## src/rtl/dvdp_pkg.sv

```systemverilog
/*
 dvdp_pkg: register indices, field positions, reset values and timing
 constants for the dac volume and driver power-up control bank.
 assumes a 50 MHz register clock and 8-bit register data.
*/
package dvdp_pkg;
   // ==========================================
   // register map
   localparam logic [6:0] DVDP_ADDR_POP = 7'h2a;
   localparam logic [6:0] DVDP_ADDR_LVOL = 7'h2b;
   localparam logic [6:0] DVDP_ADDR_RVOL = 7'h2c;
   localparam logic [6:0] DVDP_ADDR_LINK = 7'h29;
   localparam logic [7:0] DVDP_POP_RST = 8'h00;
   localparam logic [7:0] DVDP_VOL_RST = 8'h80;
   localparam logic [7:0] DVDP_LINK_RST = 8'h00;
   localparam logic [7:0] DVDP_POP_WMASK = 8'hfe;
   // ==========================================
   // field positions
   localparam int DVDP_DLY_HI = 7;
   localparam int DVDP_DLY_LO = 4;
   localparam int DVDP_STEP_HI = 3;
   localparam int DVDP_STEP_LO = 2;
   localparam int DVDP_CM_BIT = 1;
   localparam int DVDP_MUTE_BIT = 7;
   localparam int DVDP_LINK_HI = 1;
   localparam int DVDP_LINK_LO = 0;
   localparam logic [1:0] DVDP_LINK_L_FOLLOWS_R = 2'h1;
   localparam logic [1:0] DVDP_LINK_R_FOLLOWS_L = 2'h2;
   // ==========================================
   // timing
   localparam longint DVDP_CLK_HZ = 50000000;
   localparam longint DVDP_US_PER_S = 1000000;
   localparam longint DVDP_CYC_PER_US = DVDP_CLK_HZ / DVDP_US_PER_S;
   localparam longint DVDP_MS_US = 1000;
   localparam int DVDP_CNT_W = 28;
   // power-on delay per code, in microseconds
   localparam longint DVDP_DLY_US [0:11] = '{0, 10, 100, 1000, 10000, 50000,
      100000, 200000, 400000, 800000, 2000000, 4000000};
   // ramp step per code, in milliseconds
   localparam longint DVDP_STEP_MS [0:3] = '{0, 1, 2, 4};
   localparam int DVDP_NUM_STEPS = 8;
   // last defined delay code; codes above it are reserved
   localparam logic [3:0] DVDP_DLY_LAST = 4'hb;
   typedef enum logic [1:0] {
      DVDP_IDLE = 2'b00,
      DVDP_DELAY = 2'b01,
      DVDP_RAMP = 2'b11,
      DVDP_ON = 2'b10
   } dvdp_state_t;
endpackage

```

## src/rtl/dvdp_delay_rom.sv

```systemverilog
/*
 dvdp_delay_rom: registered lookup of power-on and ramp-step cycle counts.
 assumes codes are stable registers on the same clock.
*/
`timescale 1ns/10ps
module dvdp_delay_rom (
   input wire logic sys_clk, // register clock
   input wire logic resetn, // async reset, low
   input wire logic [3:0] dly_code, // power-on delay code
   input wire logic [1:0] step_code, // ramp step code
   output logic [dvdp_pkg::DVDP_CNT_W-1:0] dly_cyc_q, // delay in cycles
   output logic [dvdp_pkg::DVDP_CNT_W-1:0] step_cyc_q // step in cycles
);
   // ==========================================
   // delay table
   // reserved codes fall back to the longest delay, the safe side for pops
   always_ff @(posedge sys_clk or negedge resetn) begin
      if (!resetn) begin
         dly_cyc_q <= '0;
      end else if (dly_code > dvdp_pkg::DVDP_DLY_LAST) begin
         dly_cyc_q <= dvdp_pkg::DVDP_CNT_W'(dvdp_pkg::DVDP_DLY_US[dvdp_pkg::DVDP_DLY_LAST]
            * dvdp_pkg::DVDP_CYC_PER_US);
      end else begin
         dly_cyc_q <= dvdp_pkg::DVDP_CNT_W'(dvdp_pkg::DVDP_DLY_US[dly_code] * dvdp_pkg::DVDP_CYC_PER_US);
      end
   end
   // step table
   always_ff @(posedge sys_clk or negedge resetn) begin
      if (!resetn) begin
         step_cyc_q <= '0;
      end else begin
         step_cyc_q <= dvdp_pkg::DVDP_CNT_W'(dvdp_pkg::DVDP_STEP_MS[step_code] * dvdp_pkg::DVDP_MS_US
            * dvdp_pkg::DVDP_CYC_PER_US);
      end
   end
endmodule

```

## src/rtl/dvdp_top.sv

```systemverilog
/*
 dvdp_top: pop-reduction and dac digital volume register bank with the
 driver power-up sequencer it steers.
 assumes a simple synchronous register port from the serial control
 decoder on the same clock; drv_en arrives from the power control logic.
*/
// Notes on behaviour
// - four-bit power-on delay, codes to fixed times
// - two-bit ramp step time, 0/1/2/4 ms
// - one bit picks divider or bandgap common-mode
// - left mute resets set, clear unmutes
// - left 7-bit attenuation, half dB steps
// - right mute resets set, clear unmutes
// - right 7-bit attenuation, half dB steps
// - linking field makes one channel follow other
`timescale 1ns/10ps
module dvdp_top (
   input wire logic sys_clk, // register clock, 50 MHz
   input wire logic resetn, // async reset, low
   input wire logic [6:0] reg_addr, // register index
   input wire logic reg_wr, // write strobe, one cycle
   input wire logic [7:0] reg_wdata, // write data
   input wire logic reg_rd, // read strobe, one cycle
   output logic [7:0] reg_rdata_q, // read data, one cycle after reg_rd
   input wire logic drv_en, // driver power request
   output logic drv_power_q, // driver bias on
   output logic [2:0] drv_ramp_q, // ramp level, 0 to 7
   output logic drv_ready_q, // driver fully up
   output logic cm_bandgap_q, // 1 bandgap, 0 analog_supply_rail divider
   output logic left_mute_q, // effective left mute
   output logic [6:0] left_atten_q, // effective left attenuation code
   output logic right_mute_q, // effective right mute
   output logic [6:0] right_atten_q // effective right attenuation code
);
   logic [7:0] pop_q;
   logic [7:0] lvol_q;
   logic [7:0] rvol_q;
   logic [7:0] link_q;
   logic [dvdp_pkg::DVDP_CNT_W-1:0] dly_cyc_q;
   logic [dvdp_pkg::DVDP_CNT_W-1:0] step_cyc_q;
   logic [dvdp_pkg::DVDP_CNT_W-1:0] cnt_q;
   logic [2:0] en_sync_q;
   logic en_s;
   dvdp_pkg::dvdp_state_t state_q;
   logic [1:0] link_sel;

   // ==========================================
   // register writes
   // bit 0 of the pop register is held at zero whatever the host sends
   always_ff @(posedge sys_clk or negedge resetn) begin
      if (!resetn) begin
         pop_q <= dvdp_pkg::DVDP_POP_RST;
      end else if (reg_wr && reg_addr == dvdp_pkg::DVDP_ADDR_POP) begin
         pop_q <= reg_wdata & dvdp_pkg::DVDP_POP_WMASK;
      end
   end
   // left volume, reset muted at 0 dB
   always_ff @(posedge sys_clk or negedge resetn) begin
      if (!resetn) begin
         lvol_q <= dvdp_pkg::DVDP_VOL_RST;
      end else if (reg_wr && reg_addr == dvdp_pkg::DVDP_ADDR_LVOL) begin
         lvol_q <= reg_wdata;
      end
   end
   // right volume, reset muted at 0 dB
   always_ff @(posedge sys_clk or negedge resetn) begin
      if (!resetn) begin
         rvol_q <= dvdp_pkg::DVDP_VOL_RST;
      end else if (reg_wr && reg_addr == dvdp_pkg::DVDP_ADDR_RVOL) begin
         rvol_q <= reg_wdata;
      end
   end
   // linking field copy, only the two low bits are kept
   always_ff @(posedge sys_clk or negedge resetn) begin
      if (!resetn) begin
         link_q <= dvdp_pkg::DVDP_LINK_RST;
      end else if (reg_wr && reg_addr == dvdp_pkg::DVDP_ADDR_LINK) begin
         link_q <= {6'h00, reg_wdata[dvdp_pkg::DVDP_LINK_HI:dvdp_pkg::DVDP_LINK_LO]};
      end
   end

   // ==========================================
   // register reads
   // unmapped indices read as zero
   always_ff @(posedge sys_clk or negedge resetn) begin
      if (!resetn) begin
         reg_rdata_q <= 8'h00;
      end else if (reg_rd) begin
         unique case (reg_addr)
            dvdp_pkg::DVDP_ADDR_POP: reg_rdata_q <= pop_q;
            dvdp_pkg::DVDP_ADDR_LVOL: reg_rdata_q <= lvol_q;
            dvdp_pkg::DVDP_ADDR_RVOL: reg_rdata_q <= rvol_q;
            dvdp_pkg::DVDP_ADDR_LINK: reg_rdata_q <= link_q;
            default: reg_rdata_q <= 8'h00;
         endcase
      end
   end

   // ==========================================
   // volume outputs with channel linking
   assign link_sel = link_q[dvdp_pkg::DVDP_LINK_HI:dvdp_pkg::DVDP_LINK_LO];
   // mute follows the linked register too, so a linked pair mutes together
   always_ff @(posedge sys_clk or negedge resetn) begin
      if (!resetn) begin
         left_mute_q <= dvdp_pkg::DVDP_VOL_RST[dvdp_pkg::DVDP_MUTE_BIT];
         left_atten_q <= dvdp_pkg::DVDP_VOL_RST[dvdp_pkg::DVDP_MUTE_BIT-1:0];
      end else if (link_sel == dvdp_pkg::DVDP_LINK_L_FOLLOWS_R) begin
         left_mute_q <= rvol_q[dvdp_pkg::DVDP_MUTE_BIT];
         left_atten_q <= rvol_q[dvdp_pkg::DVDP_MUTE_BIT-1:0];
      end else begin
         left_mute_q <= lvol_q[dvdp_pkg::DVDP_MUTE_BIT];
         left_atten_q <= lvol_q[dvdp_pkg::DVDP_MUTE_BIT-1:0];
      end
   end
   always_ff @(posedge sys_clk or negedge resetn) begin
      if (!resetn) begin
         right_mute_q <= dvdp_pkg::DVDP_VOL_RST[dvdp_pkg::DVDP_MUTE_BIT];
         right_atten_q <= dvdp_pkg::DVDP_VOL_RST[dvdp_pkg::DVDP_MUTE_BIT-1:0];
      end else if (link_sel == dvdp_pkg::DVDP_LINK_R_FOLLOWS_L) begin
         right_mute_q <= lvol_q[dvdp_pkg::DVDP_MUTE_BIT];
         right_atten_q <= lvol_q[dvdp_pkg::DVDP_MUTE_BIT-1:0];
      end else begin
         right_mute_q <= rvol_q[dvdp_pkg::DVDP_MUTE_BIT];
         right_atten_q <= rvol_q[dvdp_pkg::DVDP_MUTE_BIT-1:0];
      end
   end
   // common-mode source select
   always_ff @(posedge sys_clk or negedge resetn) begin
      if (!resetn) begin
         cm_bandgap_q <= dvdp_pkg::DVDP_POP_RST[dvdp_pkg::DVDP_CM_BIT];
      end else begin
         cm_bandgap_q <= pop_q[dvdp_pkg::DVDP_CM_BIT];
      end
   end

   // ==========================================
   // timing lookup
   dvdp_delay_rom u_rom (
      .sys_clk(sys_clk),
      .resetn(resetn),
      .dly_code(pop_q[dvdp_pkg::DVDP_DLY_HI:dvdp_pkg::DVDP_DLY_LO]),
      .step_code(pop_q[dvdp_pkg::DVDP_STEP_HI:dvdp_pkg::DVDP_STEP_LO]),
      .dly_cyc_q(dly_cyc_q),
      .step_cyc_q(step_cyc_q)
   );

   // ==========================================
   // driver enable synchroniser
   always_ff @(posedge sys_clk or negedge resetn) begin
      if (!resetn) begin
         en_sync_q <= 3'h0;
      end else begin
         en_sync_q <= {en_sync_q[1:0], drv_en};
      end
   end
   // level changes only once stages two and three agree
   logic en_hold_q;
   always_ff @(posedge sys_clk or negedge resetn) begin
      if (!resetn) begin
         en_hold_q <= 1'b0;
      end else if (en_sync_q[1] == en_sync_q[2]) begin
         en_hold_q <= en_sync_q[2];
      end
   end
   assign en_s = en_hold_q;

   // ==========================================
   // power-up sequencer: delay, then eight ramp steps
   // limits are re-read from the rom every cycle, so a rewrite mid-sequence
   // takes effect one cycle later; the host should not retime a running ramp
   always_ff @(posedge sys_clk or negedge resetn) begin
      if (!resetn) begin
         state_q <= dvdp_pkg::DVDP_IDLE;
         cnt_q <= '0;
         drv_ramp_q <= 3'h0;
      end else if (!en_s) begin
         state_q <= dvdp_pkg::DVDP_IDLE;
         cnt_q <= '0;
         drv_ramp_q <= 3'h0;
      end else begin
         unique case (state_q)
            dvdp_pkg::DVDP_IDLE: begin
               state_q <= dvdp_pkg::DVDP_DELAY;
               cnt_q <= '0;
            end
            dvdp_pkg::DVDP_DELAY: begin
               if (cnt_q >= dly_cyc_q) begin
                  state_q <= dvdp_pkg::DVDP_RAMP;
                  cnt_q <= '0;
               end else begin
                  cnt_q <= cnt_q + 1'b1;
               end
            end
            dvdp_pkg::DVDP_RAMP: begin
               if (cnt_q >= step_cyc_q) begin
                  cnt_q <= '0;
                  if (drv_ramp_q == 3'(dvdp_pkg::DVDP_NUM_STEPS - 1)) begin
                     state_q <= dvdp_pkg::DVDP_ON;
                  end else begin
                     drv_ramp_q <= drv_ramp_q + 3'h1;
                  end
               end else begin
                  cnt_q <= cnt_q + 1'b1;
               end
            end
            dvdp_pkg::DVDP_ON: begin
               state_q <= dvdp_pkg::DVDP_ON;
            end
         endcase
      end
   end
   // outputs from flip-flops
   always_ff @(posedge sys_clk or negedge resetn) begin
      if (!resetn) begin
         drv_power_q <= 1'b0;
         drv_ready_q <= 1'b0;
      end else begin
         drv_power_q <= en_s && state_q != dvdp_pkg::DVDP_IDLE && state_q != dvdp_pkg::DVDP_DELAY;
         drv_ready_q <= en_s && state_q == dvdp_pkg::DVDP_ON;
      end
   end
endmodule

```

## config.mk

```make
export PLATFORM = sky130hd
export DESIGN_NAME = dvdp_top
export DESIGN_NICKNAME = d
export VERILOG_FILES = /design/src/rtl/dvdp_pkg.sv /design/src/rtl/dvdp_delay_rom.sv /design/src/rtl/dvdp_top.sv
export SDC_FILE = /design/constraint.sdc
export NUM_CORES = 1
export LEC_CHECK = 0
export BUFFER_PORTS_ARGS = -buffer_cell sky130_fd_sc_hd__buf_2
export CORE_MARGIN = 2
export CORE_UTILIZATION = 30
export DETAILED_ROUTE_END_ITERATION = 10
export PLACE_DENSITY_LB_ADDON = 0.2
export SYNTH_ARGS = -nofsm -noshare
export SYNTH_HDL_FRONTEND = slang
export SYNTH_SLANG_ARGS = --single-unit
export TNS_END_PERCENT = 30
```

## constraint.sdc

```tcl
create_clock -name sys_clk -period 4.5 [get_ports sys_clk]
set_input_delay 0.675 -clock sys_clk [delete_from_list [all_inputs] [get_ports sys_clk]]
set_output_delay 0.675 -clock sys_clk [all_outputs]
set_load 0.01 [all_outputs]
```

* After elaboration in Yosys (flattened, before gate mapping)
Memories as Yosys holds them, arrays and structs flattened.
Index checks and enable logic that the tools add are counted.
** Word-level totals
- Memories :: 1
- Bits in read-only memories :: 1024
- Bits in registers :: 141
- Output and inout port bits :: 30
- Bits of input ports :: 20
** Cells by class
- Add/sub/neg operators :: 2
- Bitwise gates (word level) :: 2
- Reduce and logical (&&, ||, !) cells :: 11
- Multiplexer cells :: 24
- Multipliers :: 3
- $lt $le $gt $ge :: 5
- Equality and inequality tests :: 19
** Memory list
- (no name shown) :: words 16, width 64, rd ports 1, clocked after memory_dff 0, wr ports 0, line dvdp_delay_rom.sv:24 : dly_cyc_q <= dvdp_pkg::DVDP_CNT_W'(dvdp_pkg::DVDP_DLY_US[dly_code] * dvdp_pkg::DVDP_CYC_PER_US);
** Operator list (count)
- 64-bit two-way mux :: 4
- 64-bit binary-select mux with 2-bit select :: 1
- 28-bit two-way mux :: 4
- 28-bit one-hot mux with 3 select lines :: 1
- 64-bit by 6-bit multiplier with 27-bit output (second input constant) :: 1
- 64-bit by 8-bit multiplier with 61-bit output (second input constant) :: 1
- 61-bit by 6-bit multiplier with 24-bit output (second input constant) :: 1
- 28-bit greater-or-equal comparator :: 2
- 8-bit one-hot mux with 4 select lines :: 1
- 28-bit by 1-bit adder with 28-bit output (second input constant) :: 1
- 7-bit by 6-bit == test with 1-bit output (second input constant) :: 4
- 7-bit two-way mux :: 2
- 3-bit two-way mux :: 4
- 3-bit != test (second input constant) :: 3
- 2-bit two-way mux :: 4
- 2-bit one-hot mux with 4 select lines :: 1
- 1-bit logical AND :: 7
- 2-bit == test (second input constant) :: 3
- 2-bit by 1-bit != test with 1-bit output (second input constant) :: 3
- 3-bit AND reduction :: 2
- 5-bit greater-or-equal comparator (second input constant) :: 1
- 4-bit inverter with 5-bit output :: 1
- 2-bit by 1-bit == test with 1-bit output (second input constant) :: 2
- 4-bit > comparator (second input constant) :: 1
- 10 further kinds :: 11

* Longest topological paths before layout
- Depth in word-level cells :: 6
- Mapped depth :: 21
- Mapped depth without buffers :: 20

* Cells and area by module
From an unflattened synthesis, not the netlist that was laid out.
** Second synthesis, totals
- Cell total of the unflattened synthesis :: 1009
- Area, all modules :: 10002.1 µm²
** Modules (own cells, without submodules)
- dvdp_top :: cells each 500, area each 5402.7 µm², times used 1
- dvdp_delay_rom :: cells each 509, area each 4599.4 µm², times used 1

* Worst setup path after synthesis
No wires, ideal clock.
- Kind :: register to register
- From :: register pop_q[3]
- To :: register u_rom.step_cyc_q[21] in the netlist's numbering
- Arrival time :: 4.642 ns
- Data required time :: 4.378 ns
- Path slack :: -0.263 ns
- Setup time :: 0.122 ns
- Path buffers :: 1
- Stages on the path, launching flop included :: 22
- Cell sequence :: dfrtp_1 -> inv_1 -> ha_1 -> clkbuf_1 -> and2_1 -> ha_1 -> ha_1 -> ha_1 -> ha_1 -> a211o_1 -> a31oi_1 -> xnor2_1 -> inv_1 -> ha_1 -> inv_1 -> ha_1 -> ha_1 -> ha_1 -> o311a_1 -> o21a_1 -> o21ai_0 -> nand2b_1
** On the way
- Longest elaborated chain between the ends :: 6
** Ends and longest elaborated chain
- start, declared :: line dvdp_top.sv:35 : logic [7:0] pop_q;
- start signal, assigned :: line dvdp_top.sv:52 : pop_q <= dvdp_pkg::DVDP_POP_RST;
- start signal, assigned :: line dvdp_top.sv:54 : pop_q <= reg_wdata & dvdp_pkg::DVDP_POP_WMASK;
- 2-bit inverter with 3-bit output (implied by the code) :: line dvdp_delay_rom.sv:32 : step_cyc_q <= dvdp_pkg::DVDP_CNT_W'(dvdp_pkg::DVDP_STEP_MS[step_code] * dvdp_pkg::DVDP_MS_US
- 64-bit binary-select mux with 2-bit select :: line dvdp_delay_rom.sv:32
- 64-bit two-way mux (implied by the code) (2 in a row) :: line dvdp_delay_rom.sv:32
- 64-bit by 8-bit multiplier with 61-bit output :: line dvdp_delay_rom.sv:32
- 61-bit by 6-bit multiplier with 24-bit output :: line dvdp_delay_rom.sv:33 : * dvdp_pkg::DVDP_CYC_PER_US);
- end signal, assigned :: line dvdp_delay_rom.sv:32
- end, declared :: line dvdp_delay_rom.sv:12 : output logic [dvdp_pkg::DVDP_CNT_W-1:0] step_cyc_q
Every way passes these cells. The select of a mux whose other input is x is not followed.
A chain may end at the register's enable or synchronous reset.

* Worst setup path in the final report
Ends and elaborated chain as after synthesis.

==> tab_implementation.tex <==
\begin{tabular}{lr}
\hline
Metric & Value \\
\hline
\multicolumn{2}{l}{\textbf{STA}} \\
Final-layout setup total negative slack & 0 ps \\
Clock tree skew after final layout & between 9 and 10 ps \\
Actual transition at the worst max-transition pin & between 900 and 1000 ps \\
Final count of hold timing violations & 0 \\
Post-route fraction of the period consumed by the critical path & between 90 and 100\% \\
Setup repair after global routing missed its margin & true \\
Number of endpoints failing setup at the final stage & 0 \\
Tmin final & $\sim$4400 ps \\
Max Fclk & around 230 MHz \\
Final hold slack & around 350 ps \\
Number of slew-limit violations in the final report & 0 \\
Setup WS post-layout & 104 ps \\
Max-slew headroom & about a third \\
\multicolumn{2}{l}{\textbf{Floorplan}} \\
Overall die width & between 150 and 200 µm \\
Placement Rows & 64 \\
Area of the die & 32500 µm² \\
Core Area & 30600 µm² \\
Vert. Die Dim & 180 µm \\
Top-Level Pins & 50 \\
Initial core utilization & 30.4\% \\
\multicolumn{2}{l}{\textbf{Power}} \\
Post-layout power & between 3 and 4 mW \\
Cell Pwr Density & 320 nW/µm² \\
Worst IR drop on VDD & $\sim$0.23 mV \\
Leak & 5.76 nW \\
\multicolumn{2}{l}{\textbf{Critical path}} \\
Worst Setup Path Type & flip-flop to flip-flop \\
Type of destination of the critical path & flip-flop \\
WP data required & between 4000 and 5000 ps \\
CP Data Arrival Time & around 4700 ps \\
Slowest cell on the critical path & dfrtp\_1 \\
Cell-by-cell listing of the critical path & ha\_1, xor2\_2, ha\_1, ha\_1, ha\_1, ha\_1, a211o\_1, a31oi\_4, xnor2\_2, inv\_1, ha\_1, inv\_2, ha\_4, ha\_4, ha\_4, o311a\_1, o21a\_1, o21ai\_1, nand2b\_1 \\
Dominant delay contributor by cell family on the critical path & adder cells \\
Startpoint type of the worst setup path & flip-flop \\
Max FO, Critical Path & 4 \\
Highest cell delay on the worst timing path & between 400 and 500 ps \\
Most used cell, CP & ha\_1 \\
Critical path buffers and inverters & 2 \\
\multicolumn{2}{l}{\textbf{Yosys}} \\
Dominant cell type by area after synthesis & dfrtp\_1 \\
Netlist Area Pre-Place & 9310 µm² \\
Gate count after technology mapping & approximately 1000 \\
Share of async-settable or async-resettable flops after synthesis & between 90\% and 100\% \\
Yosys synthesis warning count & 0 \\
Number of enable flip-flop cells after synthesis & 0 \\
Leading cell type by number of instances after synthesis & ha\_1 \\
Number of distinct standard cells referenced by the synthesized netlist & 70 \\
Seq cells post-synth & $\sim$130 \\
Synth top cells by count & ha\_1 (144), inv\_1 (134), dfrtp\_1 (125) \\
Dominant register cell in the synthesized netlist & dfrtp\_1 \\
Mean Syn Cell Area & between 9 and 10 µm² \\
Sequential element share of the synthesized area & between 30\% and 40\% \\
Synthesized net count & $\sim$1200 \\
Top-area cell type share of the netlist area & about a third \\
Dominant cells by area after synthesis & dfrtp\_1 (34\%), ha\_1 (19\%), inv\_1 (5.4\%) \\
\multicolumn{2}{l}{\textbf{Flow run}} \\
Max-cap violations & 0 \\
\multicolumn{2}{l}{\textbf{Global routing}} \\
First-pass GRT wire length & 36.6 mm \\
Initial antenna violation count & 0 \\
Maximum number of pins on one net before global-route repair & around 110 \\
GRT Total Usage & between 10\% and 20\% \\
Total grt overflow & 0 \\
Vias in the first global route & between 7000 and 8000 \\
\multicolumn{2}{l}{\textbf{Clock network}} \\
Buffers inserted by post-CTS timing repair & 0 \\
Number of clock sinks seen by CTS & between 100 and 150 \\
Clock tree root buffer cell & clkbuf\_16 \\
Max Buffers Root-to-Sink & 2 \\
Number of buffers created by CTS & 17 \\
H-Tree Depth & 4 \\
Skew-Pair Late Insertion Delay & around 420 ps \\
Worst-path clk slew & around 60 ps \\
Clock tree from TritonCTS & built \\
\multicolumn{2}{l}{\textbf{Final layout}} \\
Syn-to-layout area delta & 17.3\% \\
Number of cells in the finished layout apart from fillers & 1472 \\
Final standard cell utilization of the core & 35.7\% \\
Layout fillers & roughly 3200 \\
Fraction of final layout cells with drive strength greater than 1 & between 10\% and 20\% \\
Count of antenna diodes in the layout & 0 \\
Post-layout instance area & 10900 µm² \\
Nets & approximately 1200 \\
\multicolumn{2}{l}{\textbf{Drt}} \\
DRT Pass-1 Iters & 6 \\
Total Wirelength & $\sim$21 mm \\
Initial detailed-routing violation count & 358 \\
Via-to-Cell Ratio & $\sim$4.8 \\
Vias & 7088 \\
DR WL/cell & approximately 14 µm \\
Detail Route Antenna Nets & 0 \\
Post-detailed-route DRC marker count & 0 \\
\multicolumn{2}{l}{\textbf{Placement}} \\
Port Buffer Count & 49 \\
Global placement routability congestion & 0.769 \\
Post-place setup slack & -28.2 ps \\
DP Wirelength & $\sim$16 mm \\
Cell count after placement & $\sim$1400 \\
Post-DP Area & just over 10000 µm² \\
\multicolumn{2}{l}{\textbf{Worst hold path}} \\
Worst min-delay path category & flip-flop to flip-flop \\
\multicolumn{2}{l}{\textbf{Status}} \\
Outcome & completed \\
\hline
\end{tabular}
[cell type report]
| type | instances | area [µm²] | area share, % |
|---|---|---|---|
| clock buffer | 20 | 457 | 4.18 |
| clock inverter | 12 | 159 | 1.45 |
| inverter | 135 | 507 | 4.64 |
| multi-input combinational | 688 | 5500 | 50.3 |
| sequential | 129 | 3230 | 29.6 |
| tap | 396 | 495 | 4.53 |
| timing repair buffer | 92 | 574 | 5.26 |
[report_power, final]
part	leakage (nW)	internal (mW)	switching, mW
Clock	0.285	0.902	0.530
Sequential	1.74	1.26	0.0542
Combinational	3.74	0.302	0.446
Total	5.76	2.47	1.03
[cells by family after synthesis]
kind of cell             count (synthesis)  synth area share (%)
AO/OA/AOI/OAI                          180                  12.6
XOR/XNOR                                25                  2.35
adder cells (fa/ha/maj)                163                  23.3
buffers and inverters                  160                  7.36
flip-flops                             129                  34.7
multiplexers                            41                  4.77
other                                    1                0.0403
AND/OR/NAND/NOR                        278                  14.8
[what timing repair did]
action / 4_1_cts / 5_1_grt
endpoints found under the hold margin: 0 / 0
gates cloned: 0 / 0
endpoints found under the setup margin: 1 / 11
pin swaps: 2 / 2
hold buffers: 0 / 0
gates resized for setup: 3 / 14
[layer usage]
metal	vias to the layer above	track usage, %	wire [µm]
met3	15	3.09	870
met5	-	0	0
li1	3536	-	-
met2	141	21.8	9580
met1	3396	18.7	10300
met4	0	3.77	261
[sequential cells by signal, summed over array words and instances (netlist names)]
| name | count |
|---|---|
| cnt_q | 28 |
| u_rom.dly_cyc_q | 26 |
| u_rom.step_cyc_q | 14 |
| lvol_q | 8 |
| reg_rdata_q | 8 |
| rvol_q | 8 |
| left_atten_q | 7 |
| pop_q | 7 |
| right_atten_q | 7 |
| drv_ramp_q | 3 |
| en_sync_q | 3 |
| link_q | 2 |
| state_q | 2 |
| cm_bandgap_q | 1 |
| drv_power_q | 1 |
| drv_ready_q | 1 |
| en_hold_q | 1 |
| left_mute_q | 1 |
| right_mute_q | 1 |
[final timing paths]
kind	start	end	slack, ps	cells after the start
setup / recovery	pop_q[3]	u_rom.step_cyc_q[21]	100	19
hold / removal	en_sync_q[0]	en_sync_q[1]	350	0
setup reg to reg	pop_q[3]	u_rom.step_cyc_q[21]	100	19
hold reg to reg	en_sync_q[0]	en_sync_q[1]	350	0
max in group asynchronous	resetn	drv_ramp_q[2]	3190	2
min in group asynchronous	resetn	right_atten_q[0]	390	1
[layout by cell type, fill, tap and decap left out, types with 11 or more instances in the layout]
cell type	n
a211oi_1	12
and2_1	24
buf_2	48
nand4_1	13
nand2_1	114
xnor2_1	16
o21ai_0	31
nor2_1	31
inv_1	132
mux2i_1	14
fa_1	18
and3_1	11
buf_4	43
a21o_1	12
dfrtp_1	124
a21oi_1	50
mux2_2	27
o21ai_1	11
nand2b_1	13
nand3_1	27
clkbuf_16	17
ha_1	138
Power figures use the tool's default switching activity.
